--- src/hw/iedc_params.svh ---
/*
  offsets, field positions and reset values of the i2c event/dma/clock block.
  assumes a 32-bit apb with one aligned word per register.
*/
`ifndef IEDC_PARAMS_SVH
`define IEDC_PARAMS_SVH
// ==========================================================
// register byte offsets
`define IEDC_OFF_CLK 12'h000
`define IEDC_OFF_MOD 12'h004
`define IEDC_OFF_CTL 12'h008
`define IEDC_OFF_INTF 12'h00c
`define IEDC_OFF_INTE 12'h010
`define IEDC_OFF_DMARX 12'h014
`define IEDC_OFF_DMATX 12'h018
`define IEDC_OFF_TXD 12'h01c
`define IEDC_OFF_RXD 12'h020
`define IEDC_OFF_OADR 12'h024
// ==========================================================
// field positions
`define IEDC_CLK_DEBUG_RUN 8
`define IEDC_CLK_DIV_LO 4
`define IEDC_CLK_SRC_LO 0
`define IEDC_MOD_OWN_ADDRESS_WIDTH 2
`define IEDC_MOD_GENERAL_CALL_ENABLE 1
`define IEDC_CTL_MST 5
`define IEDC_CTL_START_REQUEST 2
`define IEDC_CTL_SFTRST 1
`define IEDC_CTL_MODULE_ENABLE 0
`define IEDC_INTF_SCLLOW 11
`define IEDC_INTF_BSY 10
`define IEDC_F_BYTEEND 7
`define IEDC_F_GC 6
`define IEDC_F_NACK 5
`define IEDC_F_STOP 4
`define IEDC_F_START 3
`define IEDC_F_ERR 2
`define IEDC_F_RBF 1
`define IEDC_F_TBE 0
// ==========================================================
// reset values and constants
`define IEDC_RST_FLAGS 8'h00
`define IEDC_RST_EN 8'h00
`define IEDC_GC_ADDR 7'h00
`endif

--- src/hw/iedc_pkg.sv ---
/*
  types of the i2c event/dma/clock block.
  assumes nothing of its surroundings.
*/
package iedc_pkg;
  // ==========================================================
  // clock source codes
  typedef enum logic [1:0] {
    IEDC_SRC_INTERNAL_OSCILLATOR = 2'h0,
    IEDC_SRC_LSX = 2'h1,
    IEDC_SRC_HSO = 2'h2,
    IEDC_SRC_EXT = 2'h3
  } iedc_src_t;
  // software reset sequencer: run, reset, release, back to run
  typedef enum logic [1:0] {
    IEDC_RUN = 2'b00,
    IEDC_RST = 2'b01,
    IEDC_REL = 2'b11
  } iedc_rst_t;
endpackage

--- src/hw/iedc_top.sv ---
/*
  event flags, interrupt and dma request gating, operating clock
  selection and own-address matching of one i2c channel, as an apb slave.
  assumes the byte engine on pclk gives one-cycle event pulses, and that
  the clock source and scl pins are asynchronous and need synchronising.
*/
// Our own choices: register access over APB and the address map.
// What this block does
// - set byte-end flag after byte plus ack bit; clear by write 1 or reset
// - slave only: set general-call flag on general call address
// - set nack flag whenever nack received; clear by write 1 or reset
// - master: stop flag set after stop generated and bus free time elapsed
// - slave: stop flag set on stop while this channel is addressed
// - start flag: master on start issued, slave on own or general match
// - receive-full flag set on buffer load, cleared by reading data
// - master: transmit-empty set on start issued or ack received
// - slave: transmit-empty set on shift load or read-address match
// - interrupt request only while an enabled flag is set
// - per dma channel rx/tx enables gate the request
// - debug run bit keeps operating clock during debug halt
// - two-bit source field picks one of four clock sources
// - divider 1/2/4/8 for internal and fast oscillator only
// - sources absent on the chip cannot be selected
// - mode bit 2 selects how many own-address bits compare
// - address width bit: 1 ten-bit, 0 seven-bit matching
// - general call enable bit 1 lets slave answer general call
// - start request with scl low and bus free: error, start flag
`timescale 1ns/1ns
`include "iedc_params.svh"
module iedc_top import iedc_pkg::*; #(
  parameter int DMA_CH = 4,
  parameter logic [3:0] SRC_PRESENT = 4'hf
) (
  input wire logic pclk, // bus clock
  input wire logic presetn, // async reset, low
  input wire logic psel, // apb select
  input wire logic penable, // apb enable
  input wire logic pwrite, // apb direction
  input wire logic [11:0] paddr, // apb byte address
  input wire logic [31:0] pwdata, // apb write data
  output logic [31:0] prdata, // apb read data
  output logic pready, // apb ready
  output logic pslverr, // apb error
  input wire logic [3:0] src_clk_in, // raw clock sources
  input wire logic dbg_halt, // cpu halted for debug
  input wire logic scl_in, // scl pin level
  output logic op_clk_tick, // operating clock pulse
  input wire logic bus_busy, // bus busy from engine
  input wire logic ev_byte_end, // byte and ack done
  input wire logic ev_nack, // nack received
  input wire logic ev_stop_done, // master stop plus bus free time
  input wire logic ev_stop_det, // stop seen on bus
  input wire logic slave_sel, // channel addressed as slave
  input wire logic ev_start_done, // master start issued
  input wire logic ev_ack_rcvd, // master got ack
  input wire logic ev_err, // engine error
  input wire logic ev_addr, // slave address received
  input wire logic addr_is_10, // received address is 10-bit
  input wire logic [9:0] rx_addr, // received address
  input wire logic rx_rw, // received r/w bit
  output logic addr_match, // own or general call match
  input wire logic ev_rx_load, // rx buffer loaded
  input wire logic [7:0] rx_data, // byte to rx buffer
  input wire logic ev_tx_shift, // tx buffer moved to shifter
  output logic [7:0] tx_data, // tx buffer
  output logic start_request, // start request level
  output logic master_mode, // master selected
  output logic sw_reset, // software reset to engine
  output logic irq, // interrupt request
  output logic [DMA_CH-1:0] dma_rx_req, // receive dma request
  output logic [DMA_CH-1:0] dma_tx_req // transmit dma request
);
  if (DMA_CH < 1 || DMA_CH > 16) begin : g_bad_dma_ch
    $error("DMA_CH must be 1 to 16");
  end

  // ==========================================================
  // registers
  logic debug_run_q, own_address_width_q, general_call_enable_q;
  logic module_enable_q, mst_q, start_request_q;
  logic [1:0] clock_source_select_q, clock_divider_select_q;
  logic [7:0] flags_q, flags_d, inte_q, fset, fclr;
  logic [DMA_CH-1:0] dmarx_q, dmatx_q;
  logic [7:0] txd_q, rxd_q;
  logic [9:0] oadr_q;
  logic [31:0] prdata_q;
  iedc_rst_t rst_q;

  // ==========================================================
  // apb decode
  wire setup = psel & ~penable;
  wire acc = psel & penable;
  wire wr = acc & pwrite;
  wire rd = acc & ~pwrite;
  wire hit_clk = paddr == `IEDC_OFF_CLK;
  wire hit_mod = paddr == `IEDC_OFF_MOD;
  wire hit_ctl = paddr == `IEDC_OFF_CTL;
  wire hit_intf = paddr == `IEDC_OFF_INTF;
  wire hit_inte = paddr == `IEDC_OFF_INTE;
  wire hit_drx = paddr == `IEDC_OFF_DMARX;
  wire hit_dtx = paddr == `IEDC_OFF_DMATX;
  wire hit_txd = paddr == `IEDC_OFF_TXD;
  wire hit_rxd = paddr == `IEDC_OFF_RXD;
  wire hit_oadr = paddr == `IEDC_OFF_OADR;
  wire mapped = hit_clk | hit_mod | hit_ctl | hit_intf | hit_inte | hit_drx
    | hit_dtx | hit_txd | hit_rxd | hit_oadr;
  wire [1:0] wsrc = pwdata[`IEDC_CLK_SRC_LO +: 2];
  wire cfg_ok = ~module_enable_q;
  wire src_ok = SRC_PRESENT[wsrc];
  wire sftrst_wr = wr & hit_ctl & pwdata[`IEDC_CTL_SFTRST];
  wire start_wr = wr & hit_ctl & pwdata[`IEDC_CTL_START_REQUEST] & pwdata[`IEDC_CTL_MST];
  wire soft_rst = rst_q != IEDC_RUN;

  assign pready = 1'b1;
  assign pslverr = acc & ~mapped;
  assign prdata = prdata_q;

  // ==========================================================
  // synchronisers and scl
  logic [3:0] src_m_q, src_s_q, src_p_q;
  logic scl_m_q, scl_s_q;
  always_ff @(posedge pclk or negedge presetn) begin
    if (!presetn) begin
      src_m_q <= 4'h0;
      src_s_q <= 4'h0;
      src_p_q <= 4'h0;
      scl_m_q <= 1'b1;
      scl_s_q <= 1'b1;
    end else begin
      src_m_q <= src_clk_in;
      src_s_q <= src_m_q;
      src_p_q <= src_s_q;
      scl_m_q <= scl_in;
      scl_s_q <= scl_m_q;
    end
  end
  wire scl_low = ~scl_s_q;

  // ==========================================================
  // operating clock select and divide
  logic [2:0] div_cnt_q;
  wire [3:0] src_rise = src_s_q & ~src_p_q;
  wire sel_rise = src_rise[clock_source_select_q];
  wire divided = (clock_source_select_q == IEDC_SRC_INTERNAL_OSCILLATOR)
    | (clock_source_select_q == IEDC_SRC_HSO);
  wire [2:0] div_mask = divided ? 3'((4'h1 << clock_divider_select_q) - 4'h1) : 3'h0;
  wire clk_gate = module_enable_q & (~dbg_halt | debug_run_q);
  wire div_wrap = (div_cnt_q & div_mask) == div_mask;
  always_ff @(posedge pclk or negedge presetn) begin
    if (!presetn) begin
      div_cnt_q <= 3'h0;
      op_clk_tick <= 1'b0;
    end else begin
      op_clk_tick <= clk_gate & sel_rise & div_wrap;
      if (!clk_gate) begin
        div_cnt_q <= 3'h0;
      end else if (sel_rise) begin
        div_cnt_q <= div_wrap ? 3'h0 : 3'(div_cnt_q + 3'h1);
      end
    end
  end

  // ==========================================================
  // own address match
  wire m7 = ~own_address_width_q & ~addr_is_10 & (rx_addr[6:0] == oadr_q[6:0]);
  wire m10 = own_address_width_q & addr_is_10 & (rx_addr == oadr_q);
  wire mgc = general_call_enable_q & ~addr_is_10 & (rx_addr[6:0] == `IEDC_GC_ADDR);
  wire slave_hit = ev_addr & ~mst_q & (m7 | m10 | mgc);
  assign addr_match = slave_hit;

  // ==========================================================
  // event flags
  wire scl_err = start_wr & ~bus_busy & scl_low;
  wire wr_intf = wr & hit_intf;
  always_comb begin
    fset = 8'h00;
    fset[`IEDC_F_BYTEEND] = ev_byte_end;
    fset[`IEDC_F_GC] = slave_hit & mgc & ~(m7 | m10);
    fset[`IEDC_F_NACK] = ev_nack;
    fset[`IEDC_F_STOP] = mst_q ? ev_stop_done : (ev_stop_det & slave_sel);
    fset[`IEDC_F_START] = (mst_q & ev_start_done) | slave_hit | scl_err;
    fset[`IEDC_F_ERR] = ev_err | scl_err;
    fset[`IEDC_F_RBF] = ev_rx_load;
    fset[`IEDC_F_TBE] = mst_q ? (ev_start_done | ev_ack_rcvd)
      : (ev_tx_shift | (slave_hit & rx_rw));
    fclr = wr_intf ? pwdata[7:0] : 8'h00;
    fclr[`IEDC_F_RBF] = rd & hit_rxd;
    fclr[`IEDC_F_TBE] = wr & hit_txd;
  end
  genvar gi;
  generate
    for (gi = 0; gi < 8; gi++) begin : g_flag
      // set wins over a same-cycle clear
      assign flags_d[gi] = soft_rst ? 1'b0 : (fset[gi] | (flags_q[gi] & ~fclr[gi]));
    end
  endgenerate

  assign irq = |(flags_q & inte_q);
  assign dma_rx_req = flags_q[`IEDC_F_RBF] ? dmarx_q : '0;
  assign dma_tx_req = flags_q[`IEDC_F_TBE] ? dmatx_q : '0;
  assign tx_data = txd_q;
  assign start_request = start_request_q;
  assign master_mode = mst_q;
  assign sw_reset = soft_rst;

  // ==========================================================
  // register writes
  always_ff @(posedge pclk or negedge presetn) begin
    if (!presetn) begin
      debug_run_q <= 1'b0;
      clock_source_select_q <= 2'h0;
      clock_divider_select_q <= 2'h0;
      own_address_width_q <= 1'b0;
      general_call_enable_q <= 1'b0;
      module_enable_q <= 1'b0;
      mst_q <= 1'b0;
      inte_q <= `IEDC_RST_EN;
      dmarx_q <= '0;
      dmatx_q <= '0;
      txd_q <= 8'h00;
      oadr_q <= 10'h000;
    end else begin
      if (wr & hit_clk & cfg_ok) begin
        debug_run_q <= pwdata[`IEDC_CLK_DEBUG_RUN];
        clock_divider_select_q <= pwdata[`IEDC_CLK_DIV_LO +: 2];
        if (src_ok) begin
          clock_source_select_q <= wsrc;
        end
      end
      if (wr & hit_mod & cfg_ok) begin
        own_address_width_q <= pwdata[`IEDC_MOD_OWN_ADDRESS_WIDTH];
        general_call_enable_q <= pwdata[`IEDC_MOD_GENERAL_CALL_ENABLE];
      end
      if (wr & hit_oadr & cfg_ok) begin
        oadr_q <= pwdata[9:0];
      end
      if (wr & hit_ctl) begin
        module_enable_q <= pwdata[`IEDC_CTL_MODULE_ENABLE];
        mst_q <= pwdata[`IEDC_CTL_MST];
      end
      if (wr & hit_inte) begin
        inte_q <= pwdata[7:0];
      end
      if (wr & hit_drx) begin
        dmarx_q <= pwdata[DMA_CH-1:0];
      end
      if (wr & hit_dtx) begin
        dmatx_q <= pwdata[DMA_CH-1:0];
      end
      if (wr & hit_txd) begin
        txd_q <= pwdata[7:0];
      end
    end
  end

  // ==========================================================
  // flags, rx buffer, start request, software reset
  always_ff @(posedge pclk or negedge presetn) begin
    if (!presetn) begin
      flags_q <= `IEDC_RST_FLAGS;
      rxd_q <= 8'h00;
      start_request_q <= 1'b0;
      rst_q <= IEDC_RUN;
    end else begin
      flags_q <= flags_d;
      if (ev_rx_load) begin
        rxd_q <= rx_data;
      end
      if (soft_rst | ev_start_done | scl_err) begin
        start_request_q <= 1'b0;
      end else if (start_wr) begin
        start_request_q <= 1'b1;
      end
      case (rst_q)
        IEDC_RUN: rst_q <= sftrst_wr ? IEDC_RST : IEDC_RUN;
        IEDC_RST: rst_q <= IEDC_REL;
        IEDC_REL: rst_q <= IEDC_RUN;
        default: rst_q <= IEDC_RUN;
      endcase
    end
  end

  // ==========================================================
  // read data, captured in the setup cycle
  wire [31:0] rd_mux =
    hit_clk ? {23'h0, debug_run_q, 2'h0, clock_divider_select_q, 2'h0,
      clock_source_select_q} :
    hit_mod ? {29'h0, own_address_width_q, general_call_enable_q, 1'b0} :
    hit_ctl ? {26'h0, mst_q, 1'b0, 1'b0, start_request_q, soft_rst, module_enable_q} :
    hit_intf ? {20'h0, scl_low, bus_busy, 2'h0, flags_q} :
    hit_inte ? {24'h0, inte_q} :
    hit_drx ? 32'(dmarx_q) :
    hit_dtx ? 32'(dmatx_q) :
    hit_txd ? {24'h0, txd_q} :
    hit_rxd ? {24'h0, rxd_q} :
    hit_oadr ? {22'h0, oadr_q} : 32'h0;
  always_ff @(posedge pclk or negedge presetn) begin
    if (!presetn) begin
      prdata_q <= 32'h0;
    end else if (setup) begin
      prdata_q <= rd_mux;
    end
  end

  // ==========================================================
  // checks
  chk_byte_end_set: assert property (@(posedge pclk) disable iff (!presetn)
    ev_byte_end & ~soft_rst |=> flags_q[`IEDC_F_BYTEEND])
    else $error("byte end flag not set");
  chk_nack_hold: assert property (@(posedge pclk) disable iff (!presetn)
    flags_q[`IEDC_F_NACK] & ~soft_rst & ~(wr_intf & pwdata[`IEDC_F_NACK])
      |=> flags_q[`IEDC_F_NACK])
    else $error("nack flag lost");
  chk_slave_stop: assert property (@(posedge pclk) disable iff (!presetn)
    ~mst_q & ev_stop_det & ~slave_sel & ~flags_q[`IEDC_F_STOP]
      |=> ~flags_q[`IEDC_F_STOP])
    else $error("stop flag set while not addressed");
  chk_rbf_clear: assert property (@(posedge pclk) disable iff (!presetn)
    rd & hit_rxd & ~ev_rx_load |=> ~flags_q[`IEDC_F_RBF])
    else $error("rx full not cleared by read");
  chk_tbe_master: assert property (@(posedge pclk) disable iff (!presetn)
    mst_q & ev_ack_rcvd & ~soft_rst |=> flags_q[`IEDC_F_TBE])
    else $error("tx empty not set on ack");
  chk_irq_gate: assert property (@(posedge pclk) disable iff (!presetn)
    ((fset & inte_q) != 8'h00) & ~soft_rst & ~(wr & hit_inte) |=> irq)
    else $error("irq not matching enabled flags");
  chk_dma_gate: assert property (@(posedge pclk) disable iff (!presetn)
    dma_rx_req != '0 |-> flags_q[`IEDC_F_RBF])
    else $error("dma rx request without flag");
  chk_debug_stop: assert property (@(posedge pclk) disable iff (!presetn)
    dbg_halt & ~debug_run_q |=> ~op_clk_tick)
    else $error("clock ran during debug halt");
  chk_scl_error: assert property (@(posedge pclk) disable iff (!presetn)
    scl_err & ~soft_rst |=> flags_q[`IEDC_F_ERR] & flags_q[`IEDC_F_START] & ~start_request_q)
    else $error("scl low start not reported");
  chk_src_absent: assert property (@(posedge pclk) disable iff (!presetn)
    SRC_PRESENT[clock_source_select_q] | (clock_source_select_q == IEDC_SRC_INTERNAL_OSCILLATOR))
    else $error("absent clock source selected");
endmodule

--- config.mk ---
export PLATFORM = sky130hd
export DESIGN_NAME = iedc_top
export DESIGN_NICKNAME = d
export VERILOG_FILES = /design/src/hw/iedc_pkg.sv /design/src/hw/iedc_top.sv
export VERILOG_INCLUDE_DIRS = /design/src /design/src/hw
export SDC_FILE = /design/constraint.sdc
export NUM_CORES = 1
export LEC_CHECK = 0
export ABC_CLOCK_PERIOD_IN_PS = 3540
export CORE_ASPECT_RATIO = 0.8
export CORE_MARGIN = 4
export CORE_UTILIZATION = 55
export DETAILED_ROUTE_END_ITERATION = 10
export DONT_BUFFER_PORTS = 1
export PLACE_DENSITY = 0.7
export SYNTH_ARGS = -nofsm -noshare
export SYNTH_HDL_FRONTEND = slang
export SYNTH_SLANG_ARGS = --single-unit
export TNS_END_PERCENT = 50
--- constraint.sdc ---
create_clock -name pclk -period 3.54 [get_ports pclk]
set_input_delay 0.354 -clock pclk [delete_from_list [all_inputs] [get_ports pclk]]
set_output_delay 0.354 -clock pclk [all_outputs]
set_load 0.02 [all_outputs]
==> results.md, run 1 <==
- The sort of element at the end of the critical path is a primary output.
- Wires add up to 13200 um.
- The proportion of netlist area held by the largest area contributor is 0.468.
- The count of nets left with antenna violations once routing finished came out at 0.
- The layout overhead on the synthesized area is 4.27%.
- Data arrives at the worst endpoint at 2.14 ns.
- After legalization and detailed placement, the total HPWL measured ~9700 um.
- The final antenna diode count is 0.
- The worst setup path is of the reg2out kind.
- Of the synthesized area, sequential elements account for 0.479.
- The slew at the pin with the worst max-slew slack is 0.983 ns.
- At the worst endpoint, the required time is approximately 3.2 ns.
- The final hold violation count is 0.
- The global-route usage over all layers is 0.259.
- The completed layout was analyzed and its total power is ~1.8 mW.
- The worst flop-to-flop path endpoint is flags_q[3]$_DFF_PN0_.
- The max-slew violation count was 0.
- The critical path starts at oadr_q[7]$_DFFE_PN0P_.
- The cell type with the highest aggregate area in the netlist is dfrtp_1.
- The die footprint is 10300 sq um.
- The top flip-flop cell by instance count after synthesis is dfrtp_1.
- The core footprint is ~8500 sq um.
- Counting flops with an async set or reset pin after synthesis yields a share of 1.00.
- Across the run, the number of max-cap violations was 0.
- In this run the number of H-tree levels came out at 3.
- The worst setup slack for register-to-register paths is 1.54 ns.
- The startpoint of the lowest-slack register-to-register path is oadr_q[7]$_DFFE_PN0P_.
- In this run the worst path has a maximum fanout of 3.
- The worst path in the final design needs a cycle of between 2 and 2.5 ns, including I/O delays and setup.
- In this run, the number of DRC markers left after iteration 0 of detailed routing was 443.
- Derived from the worst setup path, the maximum achievable clock frequency is 400 MHz.
- The worst setup path is launched from a flop.
- The reported leakage power is between 2 and 2.5 nW.
- The setup TNS is 0 ns.
- In this run the worst setup path terminates at addr_match.
- The tree is rooted in a clkbuf_8.
- The post-synthesis instance total is 442.
- Counting tap cells, the placed design contains a total of ~530 instances.
- Setup repair after global routing left no endpoint under its margin.
- The later pin in the worst-skew pair is clocked with a latency of 0.37 ns.
- The detailed-route wire length per cell is 23.8 um.
- At the end of the flow, the number of nets in the layout was 527.
- The distinct cell type count after synthesis is slightly below 70.
- The floorplan has 30 rows.
- The fraction of layout instances using a drive strength above 1 is 0.176.
- The floorplan step set the die height to 91.6 um.
- The clock transition at the registers of the reported paths is 0.08 ns.
- The number of warnings reported in the yosys synthesis log is 0.
- The number of flip-flops and latches in the synthesized netlist is 92.
- The clock tree from TritonCTS is yes.
- The clock net in this run drives a total of 92 sinks.
- The number of enable flip-flop cells after synthesis is 0.
- For this configuration, the core starts out at a cell density of 0.567.
- The filler cells instantiated in the layout total 733.
- The routed via count is 3627.
- The number of hold buffers added after CTS was 3.
- Counting the buffers created by CTS gives 9.
- Gates resized during post-CTS repair numbered 0.
- In this run the mean area of a mapped cell was roughly 11 sq um.
- The number of global-route vias before repair was 3532.
- The library cell used most frequently in the layout, excluding fill and tap cells, is dfrtp_1.
- The first global-routing pass estimated 20300 um of wire.
- During placement, the flow inserted port buffers numbering 0.
- Leaving out fill and tap cells, the most frequent cells in the layout are dfrtp_1, mux2_2, nand2_1.
- No sink is reached through more buffers than the 2 on the longest clock path.
- The global-route congestion overflow total is 0.
- The initial antenna violation count is 0.
- Buffers added to address setup during post-CTS repair amount to 0.
- After synthesis the cells add up to 4810 sq um.
- The maximum clock skew at final layout is 0.00852 ns.
- Dividing the final minimum period by the clock period gives 0.706.
- The power density over the cells is 364 nW/um^2.
- 143 I/O pins were placed.
- The final RePlAce weighted congestion is 0.918.
- The worst path setup slack after routing is 1.04 ns.
- Measured in cells, the most critical reg-to-reg path has a length of 5.
- The peak supply drop is 0.000220 V.
- The die is 113 um wide.
- The first TritonRoute pass finished after 5 iterations.
- The count of cells in the finished layout, fillers not included, comes to 556.
- The post-detailed-route DRC marker count is 0.
- The flow ran to the end, and the final reports show no timing, DRC or antenna violations.
- The tightest slew margin relative to the limit is 0.341.
- The worst hold path belongs to the class in2reg.
- The pre-CTS setup slack is 1.17 ns.
- The final number of setup-violating endpoints is 0.
- Yosys attributes the largest share of cell area to dfrtp_1, mux2_2, buf_4, mux2_4, nand2_1.
- In the routed layout, each cell is associated on average with a via count of 6.52.
- Entering global routing, the biggest net connects 93 pins.
## worst max-delay path, stage by stage (launching register included)
cell and delay (ns):
dfrtp_1 0.43, xnor2_1 0.20, nand4_1 0.12, a211oi_1 0.70
o21a_1 0.33
## metrics by stage
stage | utilization | area, sq um | hold WS (ns)
2_1_floorplan | - | 4880 | 0.0584
3_3_place_gp | 0.563 | 4780 | 0.0612
3_5_place_dp | 0.563 | 4780 | 0.0612
4_1_cts | 0.586 | 4970 | 0.000668
5_1_grt | 0.591 | 5010 | 0.0409
6_report | 0.591 | 5010 | 0.0470
## layout make-up
class / count / area (sq um) / share of cell area
clock buffer: 16 / 150 / 0.0299
inverter: 7 / 26.3 / 0.00524
multi-input combinational: 321 / 2300 / 0.458
sequential: 92 / 2300 / 0.460
tap: 112 / 140 / 0.0280
timing repair buffer: 8 / 95.1 / 0.0190
## report_power, final
group | switching, mW | total [mW] | internal, mW
registers | 0.0192 | 1.09 | 1.07
logic | 0.0856 | 0.132 | 0.0460
clock network | 0.345 | 0.603 | 0.258
total | 0.449 | 1.83 | 1.38
## sequential cells by signal, indices dropped and copies added (netlist names), 2 cells and up
name / flops
prdata: 12
oadr_q: 10
flags_q: 8
inte_q: 8
rxd_q: 8
tx_data: 8
dmarx_q: 4
dmatx_q: 4
src_m_q: 4
src_p_q: 4
src_s_q: 4
div_cnt_q: 3
clock_divider_select_q: 2
clock_source_select_q: 2
rst_q: 2
## layer usage
metal / share of wire / wire length [um] / track usage / vias up
met5: 0 / 0 / 0 / -
met4: 0.017 / 231 / 0.0731 / 0
met3: 0.13 / 1760 / 0.117 / 23
met2: 0.43 / 5720 / 0.359 / 217
met1: 0.42 / 5510 / 0.366 / 1803
li1: - / - / - / 1584
## worst min-delay path by stage
stage,endpoint,slack [ns],startpoint,depth (start not counted)
floorplan,clock_divider_select_q[0]$_DFFE_PN0P_,0.06,presetn,0
global placement,div_cnt_q[2]$_DFFE_PN0P_,0.06,presetn,0
detailed placement,op_clk_tick$_DFF_PN0_,0.06,presetn,0
CTS,src_m_q[2]$_DFF_PN0_,0.0007,src_clk_in[2],0
global route,start_request$_DFFE_PN0P_,0.04,ev_start_done,1
finish,start_request$_DFFE_PN0P_,0.05,ev_start_done,1
## cell families (layout without fill, tap and decap cells)
logic type	count (synthesis)	in the layout	synth area share
buffers and inverters	48	31	0.0578
other	2	21	0.00156
and+or+nand+nor	130	130	0.152
adders and majority gates	1	1	0.00260
muxes	56	56	0.139
DFF	92	92	0.479
AOI/OAI and AO/OA	103	103	0.150
xor gates and xnor gates	10	10	0.0182
## cell usage after synthesis, types with 7 or more instances
cell / instances
dfrtp_1: 90
mux2_2: 44
nand2_1: 26
nor2_1: 24
buf_4: 22
a21oi_1: 19
o21ai_0: 16
and2_1: 11
nand2b_1: 11
xnor2_1: 10
clkbuf_1: 9
and3_1: 8
mux2_4: 8
nand3_1: 8
nor3_1: 8
a22oi_1: 7
a31oi_1: 7
nand4_1: 7
Power figures use the tool's default switching activity.
==> run 2: changes to the inputs <==
ABC_AREA = 1   (was not set)
ABC_CLOCK_PERIOD_IN_PS = 2400   (was 3540)
clock period = 2.4 ns   (was 3.54 ns; I/O delays follow)
==> run 2 against run 1 <==
Sequential power grew 47%. Critical endpoint unchanged. Wire length shrank 5.5%. Area after synthesis fell by 2.1%. Synthesized cell count increased by 36%. Largest power group unchanged. Register-to-register slack worse by 0.72 ns. Highest routed layer unchanged.
==> results.md, run 2 <==
- The per-cell via count in the routed design is 5.49 (-16%).
- The standard-cell row count was 29 (-3.3%).
- The die extent in x is 111 um (-1.0%).
- The post-route non-filler standard cell count is 738 (+33%).
- The core footprint is 8130 sq um (-4.2%).
- The setup path with the least slack is of type reg2out.
- Compared with the post-synthesis result, the final layout area differs by 9.70%.
- The post-cts gate resize count is 0 (unchanged).
- The count of cells along the worst register-to-register path came to 11 (+6).
- STA classifies the critical path endpoint as a primary output.
- The final instance area is 5160 sq um (+3.0%).
- Setup repair after global routing left no endpoint under its margin.
- The post-synthesis instance total is 601 (+36%).
- By area the synthesized netlist is led by dfrtp_1, nand2_1, o21ai_0, inv_1, nand3_1.
- The post-place instance area is 4750 sq um (-0.45%).
- The slew at the pin with the worst max-slew slack is 0.582 ns (-0.401 ns).
- The max-slew violation count is 0 (unchanged).
- The reported leakage power came to 2.62 nW (+20%).
- The endpoint identified for the worst register-to-register timing path is prdata[2]$_DFFE_PN0P_.
- The relative contribution of sequential cells to total power is 0.551 (-0.047).
- The peak supply drop was 0.000261 V (+19%).
- The power density over the cells is 562 nW/um^2 (+54%).
- The number of flip-flops and latches in the synthesized netlist is 92 (unchanged).
- The clock period could shrink to between 2 and 2.5 ns.
- The number of sinks on the clock net is 92 (unchanged).
- The fraction of layout instances using a drive strength above 1 is 0.0889 (-0.0868).
- Of the available clock period, the critical path in the final layout requires 0.862.
- The relative contribution of the clock network to total power came to 0.379 (+0.049).
- The number of DRC markers in iteration 0 came to 356 (-20%).
- The final-layout fill cell count is 728 (-0.68%).
- The initial antenna violation count is 0 (unchanged).
- The sequential fraction of the synthesis area is 0.490 (+0.0105).
- The quantity of hold-fixing buffers added after cts is 18 (+15).
- The number of top-level pins came to 143 (unchanged).
- The highest achievable clock rate is ~480 MHz.
- The final hold violation count came to 0 (unchanged).
- The vertical extent of the die is 90.7 um (-0.98%).
- The effective utilization at floorplan was 0.579 (+0.0122).
- The largest total area in the synthesized netlist belongs to dfrtp_1.
- The number of placed cells counting well taps was 704 (+32%).
- The most numerous cell on the critical path is nand2_1.
- The maximum clock skew at final layout came to 0.00650 ns (-0.00202 ns).
- The synthesized area per cell is 7.83 sq um (-28%).
- The pin count of the biggest net entering global routing was 93 (unchanged).
- The global-route usage over all layers is 0.254 (-0.00454).
- The mapped cell area is 4710 sq um (-2.1%).
- The commonest non-fill, non-tap cell in the layout is nand2_1.
- The end of the critical path is addr_match.
- The insertion delay of the later-clocked pin in the worst-skew pair is 0.37 ns (about the same).
- The required time of the critical path was 2.16 ns (-1.03 ns).
- The first-pass iteration count of the detailed router is 5 (unchanged).
- The die footprint is 10100 sq um (-2.0%).
- The number of enable flip-flop cells after synthesis is 0 (unchanged).
- The number of global-route vias before repair is 3885 (+10%).
- The clock transition at the registers of the reported paths was 0.09 ns (about the same).
- The distinct cell type count after synthesis is 37 (-46%).
- The arrival time reported for the critical path endpoint came to 1.83 ns (-0.31 ns).
- The final antenna diode count came to 0 (unchanged).
- The H-tree depth is 3 (unchanged).
- The worst setup slack for register-to-register paths came to 0.82 ns (-0.72 ns).
- STA classifies the critical path startpoint as a flop.
- The proportion of netlist area held by the largest area contributor was 0.479 (+0.0102).
- The peak fanout along the critical path is 3 (unchanged).
- In the synthesized netlist, the cells that appear most often are nand2_1, dfrtp_1, inv_1.
- The setup TNS is 0 ns (unchanged).
- The root cell of the clock tree is clkbuf_8.
- The total length of routed wires was 12500 um (-5.5%).
- The count of nets after finishing is 713 (+35%).
- The pre-CTS setup slack is 0.507 ns (-0.664 ns).
- The routed via count is 4051 (+12%).
- The worst path setup slack after routing came to 0.332 ns (-0.710 ns).
- The detailed-route wire length per cell is 16.9 um (-29%).
- The critical path's slowest cell is dfrtp_1.
- The total of max-cap violations is 0 (unchanged).
- The sum of net half-perimeters after detailed placement is 9500 um (-2.1%).
- The startpoint of the most critical setup path is oadr_q[7]$_DFFE_PN0P_.
- The post-detailed-route count of antenna-violating nets is 0 (unchanged).
- The critical path goes through xor2_1, nor2_1, nand3b_1, nand2_1, nand2_1, a21boi_0, nand2_1, inv_1.
- The number of flip-flops in the largest register was 12 (unchanged).
- The number of clock buffers inserted by TritonCTS came to 9 (unchanged).
- The internal cell power is 2.18 mW (+58%).
- The tightest min-delay check is of the in2reg type.
- The final number of setup-violating endpoints was 0 (unchanged).
- The count of input and output buffers was 0 (unchanged).
- The number of warnings reported in the yosys synthesis log is 0 (unchanged).
- The clock tree buffer depth is 2 (unchanged).
- The post-detailed-route DRC marker count is 0 (unchanged).
- The net switching share of the total power is 0.250 (+0.00437).
- The final RePlAce weighted congestion was 0.935 (+1.8%).
- The wire length of the first global-routing pass is 20200 um (-0.34%).
- In the layout the commonest cells are nand2_1, dfrtp_1, inv_1.
- The flow ran to the end, and the final reports show no timing, DRC or antenna violations.
- The fraction of registers with async set or reset after synthesis is 1.00 (unchanged).
- The switching power of the nets was 0.727 mW (+62%).
- The delay of the slowest cell on the worst path is 0.44 ns (-0.26 ns).
- The library cell with the highest instance count after synthesis is nand2_1.
- The global-route congestion overflow total is 0 (unchanged).
- The worst register-to-register path begins at tx_data[2]$_DFFE_PN0P_.
- The combinational fraction of design power came to 0.069 (-0.003).
- The total setup buffers inserted after CTS is 0 (unchanged).
- The clock tree from TritonCTS is yes.
- The most used flip-flop cell after synthesis is dfrtp_1.
- The tightest slew margin relative to the limit was 0.611 (+0.270).
==> run 2: routing by layer <==
metal,vias up,wire length (um),GRT usage
met3,29,1100,0.0730
met1,1895,5480,0.349
met5,-,0,0
met4,0,277,0.0881
li1,1935,-,-
met2,192,5640,0.388
==> run 2: worst min-delay path by stage <==
stage                       from                                     to  slack, ns  cells after the start
floorplan                presetn  clock_divider_select_q[0]$_DFFE_PN0P_      -0.06                      0
global placement         presetn                  op_clk_tick$_DFF_PN0_      -0.05                      0
detailed placement       presetn                  op_clk_tick$_DFF_PN0_      -0.05                      0
CTS                     bus_busy                 prdata[10]$_DFFE_PN0P_      0.005                      2
global route        ev_stop_done                   flags_q[4]$_DFF_PN0_       0.02                      2
finish                  bus_busy                 prdata[10]$_DFFE_PN0P_       0.02                      2
==> run 2: cells by family (layout without fill, tap and decap cells) <==
group | Yosys count | count (layout) | share of synthesized area
AOI/OAI and AO/OA | 108 | 108 | 0.125
xor gates and xnor gates | 6 | 6 | 0.0112
adders and majority gates | 1 | 1 | 0.00266
buffers and inverters | 108 | 118 | 0.103
DFF | 92 | 92 | 0.490
other | 2 | 21 | 0.00160
and+or+nand+nor | 284 | 284 | 0.266
==> run 2: layout make-up <==
cell class,instances,area (sq um),area share
flip-flops and latches,92,2300,0.446
multi-input cells,420,1990,0.385
inverters,81,304,0.0589
repair buffers,21,220,0.0427
clock buffers,11,151,0.0293
well taps,108,135,0.0262
clock inverters,5,58.8,0.0114
==> run 2: per-stage QoR <==
stage | total power [mW] | utilization | hold slack (ns)
floorplan | 1.76 | - | -0.0556
global placement | 1.77 | 0.585 | -0.0531
detailed placement | 1.77 | 0.585 | -0.0530
CTS | 2.91 | 0.635 | 0.00482
global route | 3.01 | 0.635 | 0.0204
finish | 2.90 | 0.635 | 0.0201
==> run 2: critical path, delay by kind of cell, from the launching register on <==
family	cells	cell delay (ns)
buf+inv	1	0.17
compound gates	1	0.18
flops	1	0.44
simple gates	5	0.48
xor+xnor	1	0.19
==> run 2: power by group through the flow <==
stage	clock [mW]	sequential, mW	combinational, mW
after CTS	1.11	1.60	0.202
after global placement	0	1.63	0.137
final	1.10	1.60	0.201
after global routing	1.18	1.60	0.225
after detailed placement	0	1.63	0.140
after floorplan	0	1.63	0.134
==> run 3: changes to the inputs <==
--- a/config.mk
+++ b/config.mk
@@ -10,5 +10,5 @@
 export ABC_CLOCK_PERIOD_IN_PS = 2400
 export CORE_ASPECT_RATIO = 0.8
-export CORE_MARGIN = 4
+export CORE_MARGIN = 2
 export CORE_UTILIZATION = 55
 export DETAILED_ROUTE_END_ITERATION = 10
==> constraint.sdc (replaced) <==
create_clock -name pclk -period 2.4 [get_ports pclk]
set_input_delay 0.24 -clock pclk [delete_from_list [all_inputs] [get_ports pclk]]
set_output_delay 0.24 -clock pclk [all_outputs]
set_load 0.005 [all_outputs]
==> run 3 against run 2 <==
Die area down 7.8%. Via count up 0.74%. Design area up 0.24%. Worst setup slack better by 0.059 ns. Global-route usage up 3.5 points. Final cell count up 0.27%. Wire length up 1.3%. Core utilization down 2.0 points. Non-clock buffer count down 2. Critical path depth up 1. Register-to-register slack better by 0.02 ns.
==> results.md, run 3 (synthesis results as in run 2) <==
- The effective utilization at floorplan was 0.560 (-0.0193).
- The number of top-level pins is 143 (unchanged).
- The worst path setup slack after routing is 0.391 ns (+0.0587 ns).
- The critical path buffer and inverter count came to 1 (unchanged).
- The final number of setup-violating endpoints came to 0 (unchanged).
- The count of nets after finishing is 711 (-0.28%).
- The sum of net half-perimeters after detailed placement is 9450 um (-0.45%).
- The path type of the worst setup path is reg2out.
- Leaving out fill and tap cells, the most frequent cells in the layout are nand2_1, dfrtp_1, inv_1.
- The cell class contributing the biggest share of worst-path delay is simple AND/OR/NAND/NOR gates.
- The reported leakage power was 2.62 nW (about the same).
- The arrival time reported for the critical path endpoint came to 1.77 ns (-0.06 ns).
- The min-delay analysis places its worst path in the category in2reg.
- The number of flip-flops in the largest register is 12 (unchanged).
- The startpoint class of the critical path is a flop.
- The number of clock buffers inserted by TritonCTS is 9 (unchanged).
- The highest achievable clock rate came to 498 MHz (+2.9%).
- The number of sinks on the clock net was 92 (unchanged).
- The most numerous cell on the critical path is nand2_1.
- The maximum clock skew at final layout is 0.00875 ns (+0.00224 ns).
- The global-route congestion overflow total came to 0 (unchanged).
- The H-tree depth is 3 (unchanged).
- The vertical extent of the die came to 86.7 um (-4.4%).
- The required time of the critical path is 2.16 ns (about the same).
- The number of DRC markers in iteration 0 came to 273 (-23%).
- The insertion delay of the later-clocked pin in the worst-skew pair is 0.36 ns (about the same).
- The area growth from synthesis to layout is 9.97%.
- The tightest slew margin relative to the limit is 0.612 (about the same).
- The detailed-route wire length per cell is 17.1 um (+1.1%).
- The core footprint came to 8410 sq um (+3.4%).
- The peak supply drop was 0.000293 V (+12%).
- The post-detailed-route count of antenna-violating nets is 0 (unchanged).
- The power density over the cells was 573 nW/um^2 (+1.9%).
- The post-cts gate resize count is 0 (unchanged).
- The per-cell via count in the routed design is 5.51 (+0.47%).
- The slew at the pin with the worst max-slew slack is 0.581 ns (-0.000742 ns).
- The die extent in x is 107 um (-3.6%).
- The final hold violation count is 0 (unchanged).
- The worst setup path is captured at a primary output.
- The final-layout fill cell count is 765 (+5.1%).
- The root cell of the clock tree is clkbuf_8.
- The total length of routed wires is 12700 um (+1.3%).
- The setup TNS is 0 ns (unchanged).
- The final RePlAce weighted congestion is 0.935 (about the same).
- The critical path goes through nand2_1, o21ai_0, a21oi_1, nand2_1, nor2_1, nand2_1, a21boi_0, nand2_1, inv_1.
- The peak fanout along the critical path was 4 (+1).
- The clock transition at the registers of the reported paths was 0.09 ns (about the same).
- The die footprint was 9320 sq um (-7.8%).
- The pin count of the biggest net entering global routing is 93 (unchanged).
- The total of max-cap violations was 0 (unchanged).
- The count of input and output buffers is 0 (unchanged).
- The max-slew violation count is 0 (unchanged).
- The delay of the slowest cell on the worst path is 0.43 ns (about the same).
- The number of global-route vias before repair was 3906 (+0.54%).
- The total setup buffers inserted after CTS is 0 (unchanged).
- Leaving out fill and tap cells, the most frequent cell in the layout is nand2_1.
- TritonCTS built the clock tree.
- The final critical delay including setup and external delays is 2.01 ns (-0.0587 ns).
- The final antenna diode count is 0 (unchanged).
- The run finished with clean final reports.
- The global-route usage over all layers is 0.289 (+0.0347).
- The initial antenna violation count is 0 (unchanged).
- The clock tree buffer depth came to 2 (unchanged).
- The post-route clock period utilization is 0.837 (-0.0245).
- The first-pass iteration count of the detailed router was 5 (unchanged).
- The post-detailed-route DRC marker count is 0 (unchanged).
- The wire length of the first global-routing pass is 20300 um (+0.28%).
- The critical path's slowest cell is dfrtp_1.
- The pre-CTS setup slack is 0.493 ns (-0.0135 ns).
- The fraction of layout instances using a drive strength above 1 is 0.0876 (-0.00131).
- The routed via count is 4081 (+0.74%).
- Setup repair after global routing left no endpoint under its margin.
- The standard-cell row count is 30 (+3.4%).
-- run 3: changes by cell type in the layout (fill, tap and decap cells not counted), sizes merged --
| cell | previous run | this run |
|---|---|---|
| buf | 4 | 3 |
| bufinv | 1 | 2 |
| dlygate4sd3 | 17 | 16 |
| inv | 80 | 79 |
-- run 3: final timing paths --
path	startpoint	to	slack [ns]	depth (start not counted)
max in group asynchronous	presetn	scl_m_q$_DFF_PN1_	1.59	2
min reg2reg	src_m_q[1]$_DFF_PN0_	src_s_q[1]$_DFF_PN0_	0.36	0
min	ev_rx_load	rxd_q[6]$_DFFE_PN0P_	0.02	1
min in group asynchronous	presetn	tx_data[0]$_DFFE_PN0P_	0.42	2
max reg2reg	oadr_q[4]$_DFFE_PN0P_	flags_q[3]$_DFF_PN0_	0.84	11
max	oadr_q[4]$_DFFE_PN0P_	addr_match	0.39	9
-- run 3: where the power goes --
group	switching [mW]	internal (mW)
Sequential	0.0159	1.58
Combinational	0.121	0.0543
Clock	0.551	0.645
Total	0.688	2.28
-- run 3: through the flow --
stage	cell area, sq um	hold slack [ns]	total power, mW	std cells	util
2_1_floorplan	4780	-0.0556	1.73	620	-
3_3_place_gp	4750	-0.0530	1.74	707	0.565
3_5_place_dp	4750	-0.0536	1.74	707	0.565
4_1_cts	5170	0.00156	2.99	740	0.615
5_1_grt	5170	0.00324	3.07	740	0.615
6_report	5170	0.0167	2.97	740	0.615
-- run 3: cell type report --
type	instances	area, sq um	share of cell area
tap	112	140	0.0271
clock inverter	5	83.8	0.0162
inverter	81	304	0.0588
clock buffer	11	151	0.0293
timing repair buffer	19	203	0.0392
multi-input combinational	420	1990	0.384
sequential	92	2300	0.445
-- run 3: per-layer routing --
layer	global-route usage	routed length, um
met5	0	0
met1	0.396	5610
met3	0.0699	971
met4	0.0828	288
met2	0.463	5800
-- run 3: repair_timing --
item,in CTS,in global routing
setup endpoints to repair,0,0
hold buffers,17,0
endpoints found under the hold margin,106,0
